==> src/hw/fpl_pkg.sv <==
// constants for the front panel scan and keypad logic
// assumes a single 100 MHz clock and a classic wishbone register bus
package fpl_pkg;
	localparam int unsigned CLK_MHZ = 100;
	localparam logic [3:0] NUM_DIGITS = 4'hF;
	localparam logic [3:0] LAST_DIGIT = 4'hE;
	localparam logic [3:0] ROW_LOAD = 4'h7;
	localparam logic [3:0] ROW_IDLE = 4'h0;
	localparam logic [7:0] ADR_CTRL = 8'h00;
	localparam logic [7:0] ADR_STAT = 8'h04;
	localparam logic [7:0] ADR_IRQ_ST = 8'h08;
	localparam logic [7:0] ADR_IRQ_MASK = 8'h0C;
	localparam logic [7:0] ADR_SCAN_DIV = 8'h10;
	localparam logic [7:0] ADR_BLANK = 8'h14;
	localparam logic [7:0] ADR_DEBOUNCE = 8'h18;
	localparam logic [7:0] ADR_SEG_BASE = 8'h40;
	localparam logic [15:0] SCAN_DIV_RST = 16'h0FA0;
	localparam logic [15:0] BLANK_RST = 16'h0100;
	localparam logic [15:0] DEBOUNCE_RST = 16'h0FFF;
	localparam logic [1:0] IRQ_RST = 2'h0;
	localparam int unsigned IRQ_KEY = 0;
	localparam int unsigned IRQ_GATE = 1;
	typedef enum logic [2:0] {
		FPL_SCAN = 3'b001,
		FPL_UPDATE = 3'b010,
		FPL_KEYREAD = 3'b100
	} fpl_mode_t;
endpackage : fpl_pkg

==> src/hw/fpl_top.sv <==
// front panel logic: display multiplexer, segment memory, keypad scanner
// assumes processor control lines and keypad columns synchronous to CLK
// Behaviour
// - a segment lights only while its digit and segment drivers are on
// - display is always in exactly one mode: self-scan, memory update or key read
// - in self-scan the scan clock advances the digit counter
// - counter decoded one-hot 4-to-16, segment memory drives segments
// - digit and segment drives blank for adjustable time after each scan
// - gate light lit from start to end of every measurement gate
// - with key read select low, scan/update select low enters update mode, stops multiplexing
// - in update mode only the step clock advances the digit counter
// - clear/load high with step clock clears the digit counter
// - while key read select low, all row outputs are held low
// - column detector high when any column is low, else low
// - debounced detector raises the key interrupt to the adapter
// - key read select high enables key data onto processor path
// - clear/load high with step clock loads 0111 into row shifter
// - the single zero shifts through all four row positions
// - keypad is 4 rows by 7 columns, columns pulled high idle
`timescale 1ns/10ps
module fpl_top (
	input wire logic CLK,
	input wire logic RST_N,
	input wire logic [7:0] WB_ADR_I,
	input wire logic [31:0] WB_DAT_I,
	output logic [31:0] WB_DAT_O,
	input wire logic [3:0] WB_SEL_I,
	input wire logic WB_WE_I,
	input wire logic WB_CYC_I,
	input wire logic WB_STB_I,
	output logic WB_ACK_O,
	output logic IRQ,
	input wire logic KEY_READ_SELECT,
	input wire logic CPU_STEP_CLOCK,
	input wire logic SCAN_UPDATE_SELECT,
	input wire logic CLEAR_LOAD_SELECT,
	input wire logic [7:0] CPU_SEG_DATA,
	input wire logic CPU_SEG_WRITE,
	input wire logic GATE_ACTIVE,
	input wire logic [6:0] KEY_COLUMN_N,
	output logic [15:0] DIGIT_DRIVE,
	output logic [7:0] SEGMENT_DRIVE,
	output logic GATE_LED,
	output logic [3:0] KEY_ROW,
	output logic [10:0] KEY_DATA,
	output logic KEY_DATA_EN,
	output logic KEY_INT
);
	// segment memory, one byte per digit position
	logic [7:0] seg_mem [0:15];
	logic [3:0] digit_counter_ff;
	logic [3:0] key_row_shifter_ff;
	logic step_d_ff;
	logic [15:0] scan_cnt_ff;
	logic [15:0] blank_cnt_ff;
	logic [15:0] deb_cnt_ff;
	logic key_hold_ff;

	// software settings
	logic [15:0] scan_div_ff;
	logic [15:0] blank_ff;
	logic [15:0] debounce_ff;

	// interrupt status and mask
	logic [1:0] irq_st_ff;
	logic [1:0] irq_mask_ff;
	logic gate_d_ff;
	fpl_pkg::fpl_mode_t mode_ff;
	fpl_pkg::fpl_mode_t nxt_mode;

	// one-hot digit decode, one term per digit line
	logic [15:0] digit_decoder;
	genvar g;
	generate
		for (g = 0; g < 16; g++) begin : g_dec
			assign digit_decoder[g] = (digit_counter_ff == 4'(g));
		end
	endgenerate

	wire step_rise = CPU_STEP_CLOCK & ~step_d_ff;

	// scan clock tick and blanking window
	wire scan_tick = (scan_cnt_ff >= scan_div_ff);
	wire blanking = (blank_cnt_ff != 16'h0000);
	wire column_detector = ~(&KEY_COLUMN_N);
	wire deb_done = (deb_cnt_ff >= debounce_ff);
	wire key_evt = column_detector & deb_done & ~key_hold_ff &
		~KEY_READ_SELECT;
	wire gate_evt = GATE_ACTIVE & ~gate_d_ff;

	// register bus decode
	wire wb_req = WB_CYC_I & WB_STB_I & ~WB_ACK_O;
	wire wb_wr = wb_req & WB_WE_I & WB_SEL_I[0];
	wire sel_ctrl = (WB_ADR_I == fpl_pkg::ADR_CTRL);
	wire sel_stat = (WB_ADR_I == fpl_pkg::ADR_STAT);
	wire sel_ist = (WB_ADR_I == fpl_pkg::ADR_IRQ_ST);
	wire sel_imask = (WB_ADR_I == fpl_pkg::ADR_IRQ_MASK);
	wire sel_div = (WB_ADR_I == fpl_pkg::ADR_SCAN_DIV);
	wire sel_blank = (WB_ADR_I == fpl_pkg::ADR_BLANK);
	wire sel_deb = (WB_ADR_I == fpl_pkg::ADR_DEBOUNCE);
	wire sel_seg = (WB_ADR_I[7:6] == fpl_pkg::ADR_SEG_BASE[7:6]);
	wire [3:0] seg_idx = WB_ADR_I[5:2];

	// 16-bit settings need both low byte lanes
	wire full_wr = wb_req & WB_WE_I & (WB_SEL_I[1:0] == 2'h3);

	// write-one clear of status bits
	wire [1:0] irq_clr = (wb_wr & sel_ist) ? WB_DAT_I[1:0] : 2'h0;

	// interrupt sources, one status bit each
	logic [1:0] irq_set;
	assign irq_set[fpl_pkg::IRQ_KEY] = key_evt;
	assign irq_set[fpl_pkg::IRQ_GATE] = gate_evt;
	wire [1:0] irq_next = (irq_st_ff & ~irq_clr) | irq_set;

	logic [31:0] rd_data;

	// one mode always; update when select low; key read overrides
	always_comb begin
		if (KEY_READ_SELECT) begin
			nxt_mode = fpl_pkg::FPL_KEYREAD;
		end else if (!SCAN_UPDATE_SELECT) begin
			nxt_mode = fpl_pkg::FPL_UPDATE;
		end else begin
			nxt_mode = fpl_pkg::FPL_SCAN;
		end
	end

	always_ff @(posedge CLK) begin
		if (!RST_N) begin
			mode_ff <= fpl_pkg::FPL_SCAN;
		end else begin
			mode_ff <= nxt_mode;
		end
	end

	// edge detectors reset to the idle low level of their pins
	always_ff @(posedge CLK) begin
		if (!RST_N) begin
			step_d_ff <= 1'b0;
			gate_d_ff <= 1'b0;
		end else begin
			step_d_ff <= CPU_STEP_CLOCK;
			gate_d_ff <= GATE_ACTIVE;
		end
	end

	// scan clock divider and blanking interval
	always_ff @(posedge CLK) begin
		if (!RST_N) begin
			scan_cnt_ff <= 16'h0000;
			blank_cnt_ff <= 16'h0000;
		end else if (mode_ff != fpl_pkg::FPL_SCAN) begin
			scan_cnt_ff <= 16'h0000;
			blank_cnt_ff <= 16'h0000;
		end else if (scan_tick) begin
			scan_cnt_ff <= 16'h0000;
			blank_cnt_ff <= blank_ff;
		end else begin
			scan_cnt_ff <= scan_cnt_ff + 16'h0001;
			if (blanking) begin
				blank_cnt_ff <= blank_cnt_ff - 16'h0001;
			end
		end
	end

	// digit counter
	always_ff @(posedge CLK) begin
		if (!RST_N) begin
			digit_counter_ff <= 4'h0;
		end else if (mode_ff == fpl_pkg::FPL_SCAN) begin
			if (scan_tick) begin
				if (digit_counter_ff == fpl_pkg::LAST_DIGIT) begin
					digit_counter_ff <= 4'h0;
				end else begin
					digit_counter_ff <= digit_counter_ff + 4'h1;
				end
			end
		end else if (mode_ff == fpl_pkg::FPL_UPDATE && step_rise) begin
			if (CLEAR_LOAD_SELECT) begin
				digit_counter_ff <= 4'h0;
			end else begin
				digit_counter_ff <= digit_counter_ff + 4'h1;
			end
		end
	end

	// segment memory writes from processor write strobe in update mode or register bus
	always_ff @(posedge CLK) begin
		if (mode_ff == fpl_pkg::FPL_UPDATE && CPU_SEG_WRITE) begin
			seg_mem[digit_counter_ff] <= CPU_SEG_DATA;
		end else if (wb_wr && sel_seg) begin
			seg_mem[seg_idx] <= WB_DAT_I[7:0];
		end
	end

	// one-hot digit select and segment pattern, blanked
	always_ff @(posedge CLK) begin
		if (!RST_N) begin
			DIGIT_DRIVE <= 16'h0000;
			SEGMENT_DRIVE <= 8'h00;
		end else if (mode_ff != fpl_pkg::FPL_SCAN || blanking) begin
			DIGIT_DRIVE <= 16'h0000;
			SEGMENT_DRIVE <= 8'h00;
		end else begin
			DIGIT_DRIVE <= digit_decoder;
			SEGMENT_DRIVE <= seg_mem[digit_counter_ff];
		end
	end

	always_ff @(posedge CLK) begin
		if (!RST_N) begin
			GATE_LED <= 1'b0;
		end else begin
			GATE_LED <= GATE_ACTIVE;
		end
	end

	// row shifter
	always_ff @(posedge CLK) begin
		if (!RST_N) begin
			key_row_shifter_ff <= fpl_pkg::ROW_IDLE;
		end else if (!KEY_READ_SELECT) begin
			key_row_shifter_ff <= fpl_pkg::ROW_IDLE;
		end else if (step_rise) begin
			if (CLEAR_LOAD_SELECT) begin
				key_row_shifter_ff <= fpl_pkg::ROW_LOAD;
			end else begin
				key_row_shifter_ff <= {key_row_shifter_ff[2:0],
					key_row_shifter_ff[3]};
			end
		end
	end

	// key data buffer enabled in read mode; 4 rows, 7 columns
	always_ff @(posedge CLK) begin
		if (!RST_N) begin
			KEY_ROW <= fpl_pkg::ROW_IDLE;
			KEY_DATA <= 11'h000;
			KEY_DATA_EN <= 1'b0;
		end else begin
			KEY_ROW <= key_row_shifter_ff;
			KEY_DATA_EN <= KEY_READ_SELECT;
			if (KEY_READ_SELECT) begin
				KEY_DATA <= {key_row_shifter_ff, KEY_COLUMN_N};
			end else begin
				KEY_DATA <= 11'h000;
			end
		end
	end

	// stable count debounce, held until next read
	always_ff @(posedge CLK) begin
		if (!RST_N) begin
			deb_cnt_ff <= 16'h0000;
			key_hold_ff <= 1'b0;
		end else if (KEY_READ_SELECT) begin
			deb_cnt_ff <= 16'h0000;
			key_hold_ff <= 1'b0;
		end else begin
			if (!column_detector) begin
				deb_cnt_ff <= 16'h0000;
			end else if (!deb_done) begin
				deb_cnt_ff <= deb_cnt_ff + 16'h0001;
			end
			if (key_evt) begin
				key_hold_ff <= 1'b1;
			end
		end
	end

	always_ff @(posedge CLK) begin
		if (!RST_N) begin
			KEY_INT <= 1'b0;
		end else begin
			KEY_INT <= key_hold_ff | key_evt;
		end
	end

	// sticky status, set wins over write-one clear
	always_ff @(posedge CLK) begin
		if (!RST_N) begin
			irq_st_ff <= fpl_pkg::IRQ_RST;
			IRQ <= 1'b0;
		end else begin
			irq_st_ff <= irq_next;
			IRQ <= |(irq_next & irq_mask_ff);
		end
	end

	// interrupt mask, same layout as status
	always_ff @(posedge CLK) begin
		if (!RST_N) begin
			irq_mask_ff <= fpl_pkg::IRQ_RST;
		end else if (wb_wr && sel_imask) begin
			irq_mask_ff <= WB_DAT_I[1:0];
		end
	end

	// scan divider, ticks every setting plus one cycles
	always_ff @(posedge CLK) begin
		if (!RST_N) begin
			scan_div_ff <= fpl_pkg::SCAN_DIV_RST;
		end else if (full_wr && sel_div) begin
			scan_div_ff <= WB_DAT_I[15:0];
		end
	end

	// blank length sets the display brightness
	always_ff @(posedge CLK) begin
		if (!RST_N) begin
			blank_ff <= fpl_pkg::BLANK_RST;
		end else if (full_wr && sel_blank) begin
			blank_ff <= WB_DAT_I[15:0];
		end
	end

	// debounce length in clock cycles
	always_ff @(posedge CLK) begin
		if (!RST_N) begin
			debounce_ff <= fpl_pkg::DEBOUNCE_RST;
		end else if (full_wr && sel_deb) begin
			debounce_ff <= WB_DAT_I[15:0];
		end
	end

	// register read mux
	always_comb begin
		rd_data = 32'h0000_0000;
		if (sel_ctrl) begin
			rd_data = {29'h0, mode_ff};
		end else if (sel_stat) begin
			rd_data = {16'h0, key_row_shifter_ff, digit_counter_ff,
				6'h0, key_hold_ff, column_detector};
		end else if (sel_ist) begin
			rd_data = {30'h0, irq_st_ff};
		end else if (sel_imask) begin
			rd_data = {30'h0, irq_mask_ff};
		end else if (sel_div) begin
			rd_data = {16'h0, scan_div_ff};
		end else if (sel_blank) begin
			rd_data = {16'h0, blank_ff};
		end else if (sel_deb) begin
			rd_data = {16'h0, debounce_ff};
		end else if (sel_seg) begin
			rd_data = {24'h0, seg_mem[seg_idx]};
		end
	end

	// single-cycle ack, unmapped reads return zero
	always_ff @(posedge CLK) begin
		if (!RST_N) begin
			WB_ACK_O <= 1'b0;
			WB_DAT_O <= 32'h0000_0000;
		end else begin
			WB_ACK_O <= wb_req;
			WB_DAT_O <= wb_req ? rd_data : 32'h0000_0000;
		end
	end
endmodule : fpl_top

==> config.mk <==
export PLATFORM = sky130hd
export DESIGN_NAME = fpl_top
export DESIGN_NICKNAME = d
export VERILOG_FILES = /design/src/hw/fpl_pkg.sv /design/src/hw/fpl_top.sv
export SDC_FILE = /design/constraint.sdc
export NUM_CORES = 1
export LEC_CHECK = 0
export ABC_AREA = 0
export BUFFER_PORTS_ARGS = -buffer_cell sky130_fd_sc_hd__buf_2
export CAP_MARGIN = 0
export CORE_MARGIN = 10
export CORE_UTILIZATION = 55
export DETAILED_ROUTE_END_ITERATION = 8
export PLACE_DENSITY = 0.78
export SETUP_SLACK_MARGIN = 0.5
export SYNTH_ARGS = -nofsm -noshare
export SYNTH_HDL_FRONTEND = slang
export SYNTH_SLANG_ARGS = --single-unit
==> constraint.sdc <==
create_clock -name CLK -period 3.83 [get_ports CLK]
set_clock_uncertainty 0.2 [all_clocks]
set_input_delay 1.149 -clock CLK [delete_from_list [all_inputs] [get_ports CLK]]
set_output_delay 1.149 -clock CLK [all_outputs]
set_load 0.02 [all_outputs]
==> Word level (Yosys, flattened, before mapping) <==
Memory sizes are Yosys's and may differ from the RTL's. A register that Yosys moved wholly into a read port is not among the register bits.
Cells that the tools add are included.
{ "word_totals": {"ff_bits": 181, "latchBits": 0, "ram_bits": 128, "romBits": 0, "inputBits": 70, "elab_cells": 138, "mem_count": 1} }
{ "classes": {"n_addsub": 4, "multipliers": 0, "div_mod_pow": 0, "magnitude_cmp": 2, "eq_ne": 27, "shifts": 0, "mux": 27, "bitwise": 24, "n_reduce_logical": 27} }
{ "memory_table": {"columns": ["name", "words", "width", "rd", "rd_clocked_by_memory_dff", "write_ports", "line_no", "source"], "rows": [
  ["seg_mem", 16, 8, 2, 1, 1, "fpl_top.sv:50", "logic [7:0] seg_mem [0:15];"]
]} }
{ "ops": {"columns": ["cell", "count"], "rows": [
  ["two-way mux 16 bit", 8],
  ["adder 16 x 1 -> 16 bit, second input constant", 2],
  ["equality test 4 bit, second input constant", 8],
  ["greater-or-equal comparator 16 bit", 2],
  ["two-way mux 4 bit", 7],
  ["equality test 8 x 5 -> 1 bit, second input constant", 3],
  ["equality test 4 x 3 -> 1 bit, second input constant", 4],
  ["equality test 8 x 4 -> 1 bit, second input constant", 2],
  ["two-way mux 8 bit", 2],
  ["nonzero test 16 bit", 1],
  ["subtractor 16 x 1 -> 16 bit, second input constant", 1],
  ["AND 1 bit", 11],
  ["OR reduction 3 bit", 3],
  ["OR reduction 9 bit", 1],
  ["equality test 4 x 2 -> 1 bit, second input constant", 2],
  ["equality test 8 x 3 -> 1 bit, second input constant", 1],
  ["logical NOT 8 bit", 1],
  ["NOT 1 bit", 8],
  ["OR reduction 2 bit", 4],
  ["OR reduction 8 bit", 1],
  ["logical AND 1 bit", 7],
  ["AND reduction 7 bit", 1],
  ["two-way mux 1 bit", 6],
  ["two-way mux 3 bit", 2],
  ["other kinds (18)", 23]
]} }

==> Longest topological paths before layout <==
{ "depth": {"ltp_word": 11, "depth_mapped": 10} }

==> Worst setup path after synthesis <==
Ideal clock, no wire load.
{ "synth_timing": {"path_type": "input-to-reg", "start": "input WB_STB_I", "end": "memory seg_mem[5][0] (enable)", "arrival_ns": 2.734, "setup_slack_ns": 0.526, "stages": 7, "path_cell_list": "and3b_1 > and3_1 > clkbuf_1 > and3_1 > buf_2 > mux2_2 > nor2_1"} }
{ "synth_between": {"elab_chain_len": 10, "elab_cells_between_ends": 11, "classes_between": "mux: 5; bitwise: 4; reduce/logical: 2"} }
{ "synth_rtl": {"columns": ["element", "line_no", "source"], "rows": [
  ["from (decl)", "fpl_top.sv:30", "input wire logic WB_STB_I,"],
  ["AND 1 bit (*) (2 in series)", "fpl_top.sv:92", "wire wb_req = WB_CYC_I & WB_STB_I & ~WB_ACK_O;"],
  ["AND 1 bit (*) (2 in series)", "fpl_top.sv:93", "wire wb_wr = wb_req & WB_WE_I & WB_SEL_I[0];"],
  ["logical AND 1 bit (*)", "fpl_top.sv:192", "end else if (wb_wr && sel_seg) begin"],
  ["two-way mux 1 bit (*)", "fpl_top.sv:192", null],
  ["two-way mux 1 bit (*)", "fpl_top.sv:190", "if (mode_ff == fpl_pkg::FPL_UPDATE && CPU_SEG_WRITE) begin"],
  ["two-way mux 1 bit (not written as such) (*)", "fpl_top.sv:193", "seg_mem[seg_idx] <= WB_DAT_I[7:0];"],
  ["OR reduction 8 bit (no source line)", null, null],
  ["two-way mux 4 bit (no source line) / two-way mux 1 bit (equally long branches)", null, null],
  ["to (decl)", "fpl_top.sv:50", null]
]} }
Mark *: on every way between the ends. The rest lies on a longest branch, timed or not.

==> Final worst setup path <==
{ "layout_timing": {"start": "input WB_STB_I", "end": "memory seg_mem[3][4] (enable)"} }
The elaborated chain is that of the path after synthesis.

==> summary.txt <==
Status: completed
WS Path Type: input pin to register
CTS tree: built
Root Buffer Master: clkbuf_16
H-tree Lvls: 1
Die X: 178.9 µm
Arrival @ worst endpoint: 3.22 ns
Clk_lat worst skew: 0.56 ns
Switch Pwr: 1.441 mW
Via density: 6.103
Max incr delay on CP: 0.95 ns
Synth area leader: edfxtp_1
Core ar.: 25040 µm²
Setup bufs post-CTS: 0
Final setup viols: 0
Cells after synthesis: 1183
# rows: 58
#FFs+latches synth: 300
Area Growth Syn to Fin: 13.73%
Startpoint class of the critical path: input pin
Share of cells above drive strength 1: 21.93%
Cell mode on critical path: and3_1
Routed via count: 10.06k
Congestion Overflow GR: 0
Peak Freq: 0.3075 GHz
Crit path max-delay cell type: nor2_1
Routed WL per cell: 22.43 µm
Synth area leaders: edfxtp_1 (28%), dfxtp_1 (25%), mux4_2 (13%), ha_1 (3.5%), nand2_1 (3.1%)
ANT nets after route: 0
WP buf/inv: 2
Global-route wire length before repair: 57470 µm
Largest net degree at the start of global routing: 61
Bufs on Longest Clock Path: 3
DP HPWL: 26170 µm
CP max FO: 9
Register area share after synthesis: 52.45%
Vias in the first global route: 10.05k
Diodes inserted: 0
Fill cells: 1899
Slew Limit Fails: 0
Max IR drop VDD: 414.3 µV
Delay-heaviest family, CP: simple AND/OR/NAND/NOR gates
Net Sw Frac: 21.33%
Comb power frac: 5.0%
Endpoints failing hold: 0
Max_cap viols: 0
Final Wtd Congestion: 0.9380
Initial core utilization: 55.49%
Placed cells: 1593
Post-synth ARST share: 0%
Final min period: 3.252 ns
Setup TNS: 0 ns
Share of the synthesized area in the top cell type: 27.67%
Commonest non-fill, non-tap cells in the layout: dfxtp_1 (171), edfxtp_1 (128), nand2_1 (113), buf_2 (110), nor2_1 (104)
Clock share of power: 45.2%
Die area: 32020 µm²
Layout Nets: 1404
Sequential Power Share: 49.8%
Unrepaired setup endpoints after global routing: no
Syn avg cell area: 11.74 µm²
Commonest non-fill, non-tap cell in the layout: dfxtp_1
Int Power: 5.313 mW
IO Port Bufs: 111
Crit path cell chain: buf_2 > and3b_1 > and3_1 > and3_1 > buf_4 > a31oi_1 > nor2_1
CTS resizes: 0
Leakage: 5.872 nW
Max_slew headroom: 25.07%
PwrDens: 427.5 nW/µm²
Total track usage: 23.00%
Tot Pwr: 6.754 mW
Hold Path Class: register to register
Starting DRT DRC Count: 1265
CTS clk-pin slew, worst paths: 0.06 ns
Data required time of the critical path: 3.80 ns
Critical path endpoint category: register
# DRC: 0
Fin cells: 1648
Synth unique cells: 61
CTS sink count: 300
Initial antenna violation count: 0
I/O Pins: 146
Synth Flop Type: dfxtp_1
Post-synth EDFFs: 128
Pre-antenna DRT Iters: 6
WL final: 36960 µm
Die height: 178.9 µm
Post-Syn Area: 13890 µm²
Tcrit/Tclk final: 84.90%
Slew @ Worst Pin: 1.120 ns
Num CTS Buffers: 30
Yosys warnings: 0
Hold_buf cts: 0
-- power by group through the flow --
stage,Sequential [mW],Combinational (mW),Clock [mW]
3_3_place_gp,3.43,0.327,0
4_1_cts,3.36,0.337,3.08
3_5_place_dp,3.43,0.334,0
2_1_floorplan,3.44,0.208,0
5_1_grt,3.36,0.364,3.23
6_report,3.36,0.340,3.05
-- final cells by class --
class | count | area [µm²] | area share, %
clock buffer | 45 | 908.4 | 5.750
clock inverter | 10 | 136.4 | 0.8632
inverter | 53 | 198.9 | 1.259
multi-input combinational | 770 | 6066 | 38.39
sequential | 300 | 7288 | 46.13
tap | 330 | 412.9 | 2.613
timing repair buffer | 140 | 788.3 | 4.989
-- cells in the mapped netlist, types with 3 or more instances --
library cell / count
clkbuf_1: 32
xor2_1: 13
nor2b_1: 25
a211oi_1: 6
a21boi_0: 13
a21o_1: 7
nor2_1: 104
o31ai_1: 9
o21a_1: 3
inv_1: 52
or4_1: 14
mux4_2: 81
buf_2: 20
nor3_1: 26
and4_1: 3
buf_6: 3
and2_1: 18
a221oi_1: 3
nand2_1: 113
a21oi_1: 42
edfxtp_1: 128
and3_1: 18
nand3_1: 30
dfxtp_1: 172
nand2b_1: 8
nor4_1: 3
ha_1: 39
o21ai_0: 22
a31oi_1: 6
mux2i_1: 29
o211ai_1: 22
or3_1: 3
mux2_2: 10
a22oi_1: 17
xnor2_1: 11
o22ai_1: 15
nand4_1: 17
buf_4: 18
-- routing by layer --
metal | global-route usage, % | vias up | share of wire, %
met2 | 38.54 | 470 | 50
met1 | 29.08 | 4916 | 38
li1 | - | 4589 | -
met3 | 4.507 | 82 | 8.8
met4 | 8.336 | 0 | 3.3
met5 | 0 | - | 0
-- metrics by stage --
step	setup slack, ns	utilization [%]	hold slack [ns]	area [µm²]
floorplan	0.5261	-	0.2411	13950
global placement	0.2343	58.93	0.2499	14750
detailed placement	0.1556	58.93	0.2595	14750
CTS	0.6511	63.10	0.2677	15800
global route	0.5478	63.10	0.2869	15800
finish	0.5783	63.10	0.2650	15800
-- cells by family (layout without fill, tap and decap cells) --
group                      after synthesis  after routing  share of synthesized area [%]
DFF                                    300            300                          52.45
other                                    1             16                        0.02699
and+or+nand+nor                        391            391                          13.62
buffers and inverters                  128            248                          4.287
AOI/OAI and AO/OA                      180            180                          8.556
muxes                                  120            120                          16.03
adders and majority gates               39             39                          3.513
xor gates and xnor gates                24             24                          1.513
-- worst register-to-register path: cells and delay by family, from the launching register on --
family                 cells  cell delay, ns
AOI/OAI and AO/OA          1            0.13
buffers and inverters      1            0.18
and+or+nand+nor            5            1.72
DFF                        1            0.38
-- final timing paths --
path	startpoint	end	slack, ns	cells past startpoint
worst max register to register	mode_ff[1]	seg_mem[3][4]	0.82	7
worst min-delay path	debounce_ff[14]	debounce_ff[14]	0.26	2
worst min register to register	debounce_ff[14]	debounce_ff[14]	0.26	2
worst max-delay path	WB_STB_I	seg_mem[3][4]	0.58	7
-- flip-flops by register name (all words and copies together), names as in the netlist --
name                flops
blank_ff               16
WB_ACK_O                1
scan_div_ff            16
debounce_ff            16
IRQ                     1
seg_mem               128
GATE_LED                1
mode_ff                 3
irq_mask_ff             2
KEY_INT                 1
digit_counter_ff        4
key_hold_ff             1
WB_DAT_O               16
SEGMENT_DRIVE           8
step_d_ff               1
scan_cnt_ff            16
deb_cnt_ff             16
KEY_DATA               11
KEY_ROW                 4
irq_st_ff               2
blank_cnt_ff           16
DIGIT_DRIVE            16
key_row_shifter_ff      4
Note: power is estimated with default switching activity, not from simulation.
